## src/common/hot_swap_pkg.sv

```systemverilog
// Package with timing constants, encodings and states for the hot swap sequencer
package hot_swap_pkg;
  localparam int unsigned CLOCK_MHZ = 125;
  // Glitch filter time on the enable request, in ns
  localparam int unsigned ENABLE_FILTER_NS = 3000;
  localparam int unsigned ENABLE_FILTER_CYCLES = (ENABLE_FILTER_NS * CLOCK_MHZ) / 1000;
  localparam int unsigned FILTER_CNT_W = 9;
  localparam logic [FILTER_CNT_W-1:0] FILTER_CNT_RESET = 9'h000;

  // Timing node current source select, one hot
  typedef enum logic [4:0] {
    TIMER_UP_5UA = 5'h01,
    TIMER_UP_60UA = 5'h02,
    TIMER_DOWN_2UA = 5'h04,
    TIMER_DOWN_100UA = 5'h08,
    TIMER_NONE = 5'h10
  } timer_sel_t;

  // Gate drive mode, one hot
  typedef enum logic [4:0] {
    GATE_HOLD_25MA = 5'h01,
    GATE_PULL_UP = 5'h02,
    GATE_REGULATE = 5'h04,
    GATE_FULL_ON = 5'h08,
    GATE_STRONG_DOWN = 5'h10
  } gate_mode_t;

  typedef enum logic [3:0] {
    ST_RESET = 4'h0,
    ST_INIT_CHARGE = 4'h1,
    ST_INIT_DISCHARGE = 4'h2,
    ST_OFF = 4'h3,
    ST_RAMP = 4'h4,
    ST_FAULT_TIMING = 4'h5,
    ST_ON = 4'h6,
    ST_FAULT = 4'h7,
    ST_COOLDOWN = 4'h8
  } seq_state_t;

  localparam seq_state_t STATE_RESET = ST_RESET;
  localparam timer_sel_t TIMER_RESET = TIMER_DOWN_100UA;
  localparam gate_mode_t GATE_RESET = GATE_HOLD_25MA;
endpackage

```

## src/common/sense_if.sv

```systemverilog
// Interface carrying the synchronized comparator levels inside the block
`timescale 1ns/1ps
`default_nettype none
interface sense_if;
  logic supply_ok;
  logic enable_filt;
  logic fault_timing;
  logic linear_limit;
  logic fast_trip;
  logic timer_upper;
  logic timer_lower;
  modport source (output supply_ok, enable_filt, fault_timing, linear_limit, fast_trip, timer_upper, timer_lower);
  modport sink (input supply_ok, enable_filt, fault_timing, linear_limit, fast_trip, timer_upper, timer_lower);
endinterface
`default_nettype wire

```

## src/logic/sync_filter.sv

```systemverilog
// Two-flop synchronizer with optional stable-time glitch filter
`timescale 1ns/1ps
`default_nettype none
module sync_filter #(
  parameter int unsigned FILTER_CYCLES = 0
) (
  input wire logic clock,
  input wire logic rst_b,
  input wire logic async_in,
  output logic sync_out
);
  import hot_swap_pkg::*;
  logic meta_r;
  logic stable_r;
  logic [FILTER_CNT_W-1:0] cnt_r;

  always_ff @(posedge clock or negedge rst_b)
  begin
    if (!rst_b)
    begin
      meta_r <= 1'b0;
      stable_r <= 1'b0;
    end
    else
    begin
      meta_r <= async_in;
      stable_r <= meta_r;
    end
  end

  always_ff @(posedge clock or negedge rst_b)
  begin
    if (!rst_b)
    begin
      cnt_r <= FILTER_CNT_RESET;
      sync_out <= 1'b0;
    end
    else if (FILTER_CYCLES == 0)
      sync_out <= stable_r;
    else if (stable_r == sync_out)
      cnt_r <= FILTER_CNT_RESET;
    else if (cnt_r == FILTER_CNT_W'(FILTER_CYCLES - 1))
    begin
      cnt_r <= FILTER_CNT_RESET;
      sync_out <= stable_r;
    end
    else
      cnt_r <= cnt_r + 1'b1;
  end
endmodule
`default_nettype wire

```

## src/logic/hot_swap_sequencer.sv

```systemverilog
// Hot swap sequencer: lockout, initial timing, start, fault timing, retry
`timescale 1ns/1ps
`default_nettype none
module hot_swap_sequencer (
  input wire logic clock,
  input wire logic rst_b,
  input wire logic supply_lockout_ok,
  input wire logic enable_request,
  input wire logic sense_fault_timing,
  input wire logic sense_linear_limit,
  input wire logic sense_fast_trip,
  input wire logic timing_upper_threshold,
  input wire logic timing_lower_threshold,
  input wire logic auto_retry,
  output hot_swap_pkg::timer_sel_t timer_sel,
  output hot_swap_pkg::gate_mode_t gate_mode,
  output logic fault_flag,
  output logic power_good
);
  import hot_swap_pkg::*;

  sense_if sense ();
  seq_state_t state_r;
  seq_state_t state_nxt;
  logic enable_prev_r;
  logic enable_rise;
  logic retry_mode_r;
  logic strap_taken_r;

  // Comparator inputs through synchronizers
  sync_filter #(.FILTER_CYCLES(0)) u_sync_supply (
    .clock(clock),
    .rst_b(rst_b),
    .async_in(supply_lockout_ok),
    .sync_out(sense.supply_ok)
  );
  sync_filter #(.FILTER_CYCLES(ENABLE_FILTER_CYCLES)) u_sync_enable (
    .clock(clock),
    .rst_b(rst_b),
    .async_in(enable_request),
    .sync_out(sense.enable_filt)
  );
  sync_filter #(.FILTER_CYCLES(0)) u_sync_ftime (
    .clock(clock),
    .rst_b(rst_b),
    .async_in(sense_fault_timing),
    .sync_out(sense.fault_timing)
  );
  sync_filter #(.FILTER_CYCLES(0)) u_sync_limit (
    .clock(clock),
    .rst_b(rst_b),
    .async_in(sense_linear_limit),
    .sync_out(sense.linear_limit)
  );
  sync_filter #(.FILTER_CYCLES(0)) u_sync_fast (
    .clock(clock),
    .rst_b(rst_b),
    .async_in(sense_fast_trip),
    .sync_out(sense.fast_trip)
  );
  sync_filter #(.FILTER_CYCLES(0)) u_sync_upper (
    .clock(clock),
    .rst_b(rst_b),
    .async_in(timing_upper_threshold),
    .sync_out(sense.timer_upper)
  );
  sync_filter #(.FILTER_CYCLES(0)) u_sync_lower (
    .clock(clock),
    .rst_b(rst_b),
    .async_in(timing_lower_threshold),
    .sync_out(sense.timer_lower)
  );

  // Variant strap caught after reset release through a synchronizer
  logic retry_sync;
  sync_filter #(.FILTER_CYCLES(0)) u_sync_retry (
    .clock(clock),
    .rst_b(rst_b),
    .async_in(auto_retry),
    .sync_out(retry_sync)
  );

  always_ff @(posedge clock or negedge rst_b)
  begin
    if (!rst_b)
    begin
      strap_taken_r <= 1'b0;
      retry_mode_r <= 1'b0;
    end
    else if (state_r == ST_RESET)
    begin
      strap_taken_r <= 1'b1;
      retry_mode_r <= retry_sync;
    end
  end

  // Edge detect on filtered enable
  always_ff @(posedge clock or negedge rst_b)
  begin
    if (!rst_b)
      enable_prev_r <= 1'b0;
    else
      enable_prev_r <= sense.enable_filt;
  end

  assign enable_rise = sense.enable_filt && !enable_prev_r;

  // Next state
  always_comb
  begin
    state_nxt = state_r;
    if (!sense.supply_ok)
      state_nxt = ST_RESET;
    else
    begin
      unique case (state_r)
        ST_RESET:
          if (strap_taken_r)
            state_nxt = ST_INIT_CHARGE;
        ST_INIT_CHARGE:
          if (sense.timer_lower)
            state_nxt = ST_INIT_DISCHARGE;
        ST_INIT_DISCHARGE:
          if (!sense.timer_lower)
            state_nxt = sense.enable_filt ? ST_RAMP : ST_OFF;
        ST_OFF:
          if (enable_rise)
            state_nxt = ST_RAMP;
        ST_RAMP, ST_FAULT_TIMING, ST_ON:
        begin
          if (!sense.enable_filt)
            state_nxt = ST_OFF;
          else if (state_r == ST_FAULT_TIMING && sense.fault_timing && sense.timer_upper)
            state_nxt = ST_FAULT;
          else if (sense.fault_timing)
            state_nxt = ST_FAULT_TIMING;
          else if (state_r == ST_FAULT_TIMING)
            state_nxt = ST_ON;
        end
        ST_FAULT:
          if (!sense.enable_filt)
            state_nxt = ST_OFF;
          else if (retry_mode_r)
            state_nxt = ST_COOLDOWN;
        ST_COOLDOWN:
          if (!sense.enable_filt)
            state_nxt = ST_OFF;
          else if (!sense.timer_lower)
            state_nxt = ST_RAMP;
        default:
          state_nxt = ST_RESET;
      endcase
    end
  end

  always_ff @(posedge clock or negedge rst_b)
  begin
    if (!rst_b)
      state_r <= STATE_RESET;
    else
      state_r <= state_nxt;
  end

  // Timing node current source per state, in ST_FAULT chosen by retry mode
  always_ff @(posedge clock or negedge rst_b)
  begin
    if (!rst_b)
      timer_sel <= TIMER_RESET;
    else
    begin
      unique case (state_nxt)
        ST_INIT_CHARGE: timer_sel <= TIMER_UP_5UA;
        ST_FAULT_TIMING: timer_sel <= TIMER_UP_60UA;
        ST_COOLDOWN: timer_sel <= TIMER_DOWN_2UA;
        ST_FAULT: timer_sel <= retry_mode_r ? TIMER_DOWN_2UA : TIMER_DOWN_100UA;
        ST_RESET: timer_sel <= TIMER_DOWN_100UA;
        ST_INIT_DISCHARGE: timer_sel <= TIMER_DOWN_100UA;
        ST_OFF: timer_sel <= TIMER_DOWN_100UA;
        ST_RAMP: timer_sel <= TIMER_DOWN_100UA;
        ST_ON: timer_sel <= TIMER_DOWN_100UA;
        default: timer_sel <= TIMER_DOWN_100UA;
      endcase
    end
  end

  // Gate drive mode, fast trip overrides everything except ST_RESET, which holds GATE_HOLD_25MA
  always_ff @(posedge clock or negedge rst_b)
  begin
    if (!rst_b)
      gate_mode <= GATE_RESET;
    else if (state_nxt == ST_RESET)
      gate_mode <= GATE_HOLD_25MA;
    else if (sense.fast_trip)
      gate_mode <= GATE_STRONG_DOWN;
    else
    begin
      unique case (state_nxt)
        ST_INIT_CHARGE, ST_INIT_DISCHARGE, ST_OFF: gate_mode <= GATE_HOLD_25MA;
        ST_RAMP: gate_mode <= sense.linear_limit ? GATE_REGULATE : GATE_PULL_UP;
        ST_FAULT_TIMING: gate_mode <= sense.linear_limit ? GATE_REGULATE : GATE_PULL_UP;
        ST_ON: gate_mode <= GATE_FULL_ON;
        default: gate_mode <= GATE_STRONG_DOWN;
      endcase
    end
  end

  // Fault flag while faulted or cooling down
  always_ff @(posedge clock or negedge rst_b)
  begin
    if (!rst_b)
      fault_flag <= 1'b0;
    else
      fault_flag <= (state_nxt == ST_FAULT) || (state_nxt == ST_COOLDOWN);
  end

  // Power good only while fully on and not tripped
  always_ff @(posedge clock or negedge rst_b)
  begin
    if (!rst_b)
      power_good <= 1'b0;
    else
      power_good <= (state_nxt == ST_ON) && !sense.fast_trip;
  end
endmodule
`default_nettype wire

```

## config.mk

```make
export PLATFORM = sky130hd
export DESIGN_NAME = hot_swap_sequencer
export DESIGN_NICKNAME = d
export VERILOG_FILES = /design/src/common/hot_swap_pkg.sv /design/src/common/sense_if.sv /design/src/logic/sync_filter.sv /design/src/logic/hot_swap_sequencer.sv
export SDC_FILE = /design/constraint.sdc
export NUM_CORES = 1
export LEC_CHECK = 0
export ABC_AREA = 1
export BUFFER_PORTS_ARGS = -buffer_cell sky130_fd_sc_hd__buf_2
export CORE_MARGIN = 8
export CORE_UTILIZATION = 56
export DETAILED_ROUTE_END_ITERATION = 8
export PLACE_DENSITY = 0.77
export SKIP_CTS_REPAIR_TIMING = 1
export SLEW_MARGIN = 25
export SYNTH_ARGS = -nofsm -noshare
export SYNTH_HDL_FRONTEND = slang
export SYNTH_SLANG_ARGS = --single-unit
```

## constraint.sdc

```tcl
create_clock -name clock -period 2.05 [get_ports clock]
set_input_delay 0.5125 -clock clock [delete_from_list [all_inputs] [get_ports clock]]
set_output_delay 0.5125 -clock clock [all_outputs]
set_load 0.01 [all_outputs]
```

==> results.yml <==
floorplanning:
  ios: 22
  floorplan.die.height_um: 75.4
  floorplan.rows: 21
  coreArea_mm2: 0.00336
  initial_core_util: 0.588
  die_area_mm2: 0.00569
  die_w_um: 75.4
power_and_ir_drop:
  vdd_drop_max_uv: 600
  switching_share: 0.254
  p_comb_frac: 0.116
  power.clock.fraction: 0.295
  intPower_mw: 1.40
  p_leak_nw: 1.12
  power.net_switching_mw: 0.476
  seq_power_share: 0.589
  cellPowerDensity_mw_per_mm2: 849
logic_synthesis:
  yosysWarnings: 0
  largest_area_contributor_in_the_synthesized_netlist: "dfrtp_1"
  synth_sequential_area_ratio: 0.647
  synth_top_cell_area_share: 0.620
  syn-mean-instance-area_um2: 10.1
  synth_area_leaders: "dfrtp_1 (62%), nand2_1 (5.7%), nor2_1 (5.3%)"
  synthDistinctLibCells: 27
  postSynthCellCount: 196
  syn_nets: 208
  mappedNetlistArea_mm2: 0.00198
  postSynthRegisterBits: 51
detailed_routing:
  routedWlPerCell_um: 12.0
  total_routed_length_um: 3220
  antenna_violating_nets_post_route: 0
  drc_errors: 0
  via_count: 1330
  dr.pass1.iters: 4
  drt-vias-per-instance: 4.94
  drt-initial-drc-count: 138
timing:
  final.period_utilization: 0.858
  fin_tns_setup_ns: 0
  fin_skew_ns: 0.0105
  timing.hold.ws_ns: 0.220
  timing.final.crit_period_ns: 1.76
  maxSlewViolCount: 0
  maxClockFrequency_mhz: 569
  worstMarginPinSlew_ns: 0.603
  report.final.setup_viol: 0
  setup_repair_after_global_routing_missed_its_margin: "no"
  max_slew_margin: 0.598
  timing.final.hold_violations: 0
final_layout:
  num_antenna_cells: 0
  nFillCells: 288
  layout.area.seq_mm2: 0.00128
  multiInputGateArea_um2: 574
  syn2layout_area_growth_pct: 11.6
  layout-drive-gt1-share: 0.197
  design.final.nets: 234
clock_network:
  cts_buffers: 5
  tritoncts_sinks: 51
  cts_tree: "built"
  clock_latency_ns: 0.35
  worst_path_clk_slew_ns: 0.14
  cts-root-to-sink-buffers: 2
  cts_max_level: 2
  clock_tree.root_cell: "clkbuf_4"
global_routing:
  grt_overflow: 0
  maximum_number_of_pins_on_one_net_before_global_route_repair: 52
  grt_use_total: 0.124
  grt_antenna_before_repair: 0
  first_pass_grt_wire_length_um: 5340
  vias_in_the_first_global_route: 1266
setup_path:
  cp_max_fo: 6
  setup.worst_path.start_class: "flip-flop"
  end_kind: "flip-flop"
  arrival_ns: 2.06
  worstSetupPathType: "flip-flop to flip-flop"
  crit_required_ns: 2.35
worst_hold_path:
  min_path_type: "input pin to asynchronous set/reset pin"
placement:
  gp_routability_congestion: 0.894
  io_buffers: 20
  detailedPlacementHpwl_um: 2240
outcome:
  status: "complete, no violations"
run:
  cap_violations: 0
==> per-layer routing <==
layer	vias to the layer above	part of all wire	GRT usage
met3	7	0.060	0.0408
met5	-	0	0
li1	664	-	-
met4	0	0.018	0.0554
met2	34	0.47	0.206
met1	625	0.45	0.141
==> worst paths after layout <==
check / from / end / slack, ns / depth (start not counted)
setup / recovery: state_r[3]$_DFF_PN0_ / gate_mode[4]$_DFF_PN0_ / 0.29 / 9
hold / removal: rst_b / u_sync_lower.sync_out$_DFF_PN0_ / 0.22 / 2
setup reg to reg: state_r[3]$_DFF_PN0_ / gate_mode[4]$_DFF_PN0_ / 0.29 / 9
hold reg to reg: u_sync_ftime.meta_r$_DFF_PN0_ / u_sync_ftime.stable_r$_DFF_PN0_ / 0.35 / 0
max in group asynchronous: rst_b / u_sync_enable.sync_out$_DFFE_PN0P_ / 1.40 / 2
min in group clock: sense_fast_trip / u_sync_fast.meta_r$_DFF_PN0_ / 0.25 / 1
==> kinds of logic (layout without fill, tap and decap cells) <==
kind of cell	after synthesis	in the layout	share of synthesized area
and+or+nand+nor	92	92	0.218
DFF	51	51	0.647
buffers and inverters	31	58	0.0627
AOI/OAI and AO/OA	17	17	0.0494
adders and majority gates	2	2	0.0127
xor gates and xnor gates	2	2	0.00886
other	1	1	0.00190
==> area by class of cell <==
type | instances | share of cell area
clock inverter | 2 | 0.0170
inverter | 29 | 0.0493
clock buffer | 6 | 0.0187
tap | 46 | 0.0261
sequential | 51 | 0.580
multi-input combinational | 114 | 0.260
timing repair buffer | 21 | 0.0488
==> Yosys cell counts (all sizes together) <==
cell type	number
nor3b	1
inv	29
nand4	1
nand2	34
nor2	30
xnor2	1
nor4	5
a21oi	8
nand3	13
buf	2
xor2	1
o21ai	6
o22ai	2
o21bai	1
dfrtp	49
dfstp	2
conb	1
ha	2
nor3	8
==> critical path: stages, from the launching register on <==
cell      delay, ns
dfrtp_1        0.49
nor2_2         0.30
nand2_2        0.13
o21ai_1        0.13
inv_1          0.06
nand3_2        0.11
nand2_1        0.11
o21bai_1       0.17
nand2_1        0.09
a21oi_2        0.11
==> per-stage QoR <==
| stage | total power [mW] | worst slack, ns | area (um2) | utilization | instances |
|---|---|---|---|---|---|
| final | 1.87 | 0.292 | 2210 | 0.656 | 269 |
| after global routing | 1.96 | 0.164 | 2210 | 0.656 | 269 |
| after CTS | 1.89 | 0.334 | 2210 | 0.656 | 269 |
| after detailed placement | 1.34 | 0.380 | 2130 | 0.632 | 261 |
| after global placement | 1.34 | 0.381 | 2130 | 0.632 | 261 |
| after floorplan | 1.26 | 0.593 | 1980 | - | 196 |
==> power groups by stage <==
stage | clock network [mW] | registers [mW] | logic (mW)
after floorplan | 0 | 1.13 | 0.133
after global placement | 0 | 1.12 | 0.215
after detailed placement | 0 | 1.12 | 0.217
after CTS | 0.573 | 1.10 | 0.218
after global routing | 0.604 | 1.11 | 0.245
final | 0.551 | 1.10 | 0.217
==> layout by cell type, fill, tap and decap left out, drive strengths merged <==
cell / netlist / final
a21oi: 8 / 8
dfrtp: 49 / 49
o22ai: 2 / 2
dfstp: 2 / 2
nor4: 5 / 5
o21bai: 1 / 1
bufinv: 0 / 1
clkinvlp: 0 / 1
xnor2: 1 / 1
inv: 29 / 29
o21ai: 6 / 6
nand2: 34 / 34
nand3: 13 / 13
nor3: 8 / 8
ha: 2 / 2
nor2: 30 / 30
buf: 2 / 21
xor2: 1 / 1
clkbuf: 0 / 6
nor3b: 1 / 1
conb: 1 / 1
nand4: 1 / 1
==> state kept, by name, indices dropped and copies added (netlist names), 4 cells and up <==
signal	cells
state_r	4
u_sync_enable.cnt_r	9
timer_sel	4
gate_mode	5
Note: power is estimated with default switching activity, not from simulation.
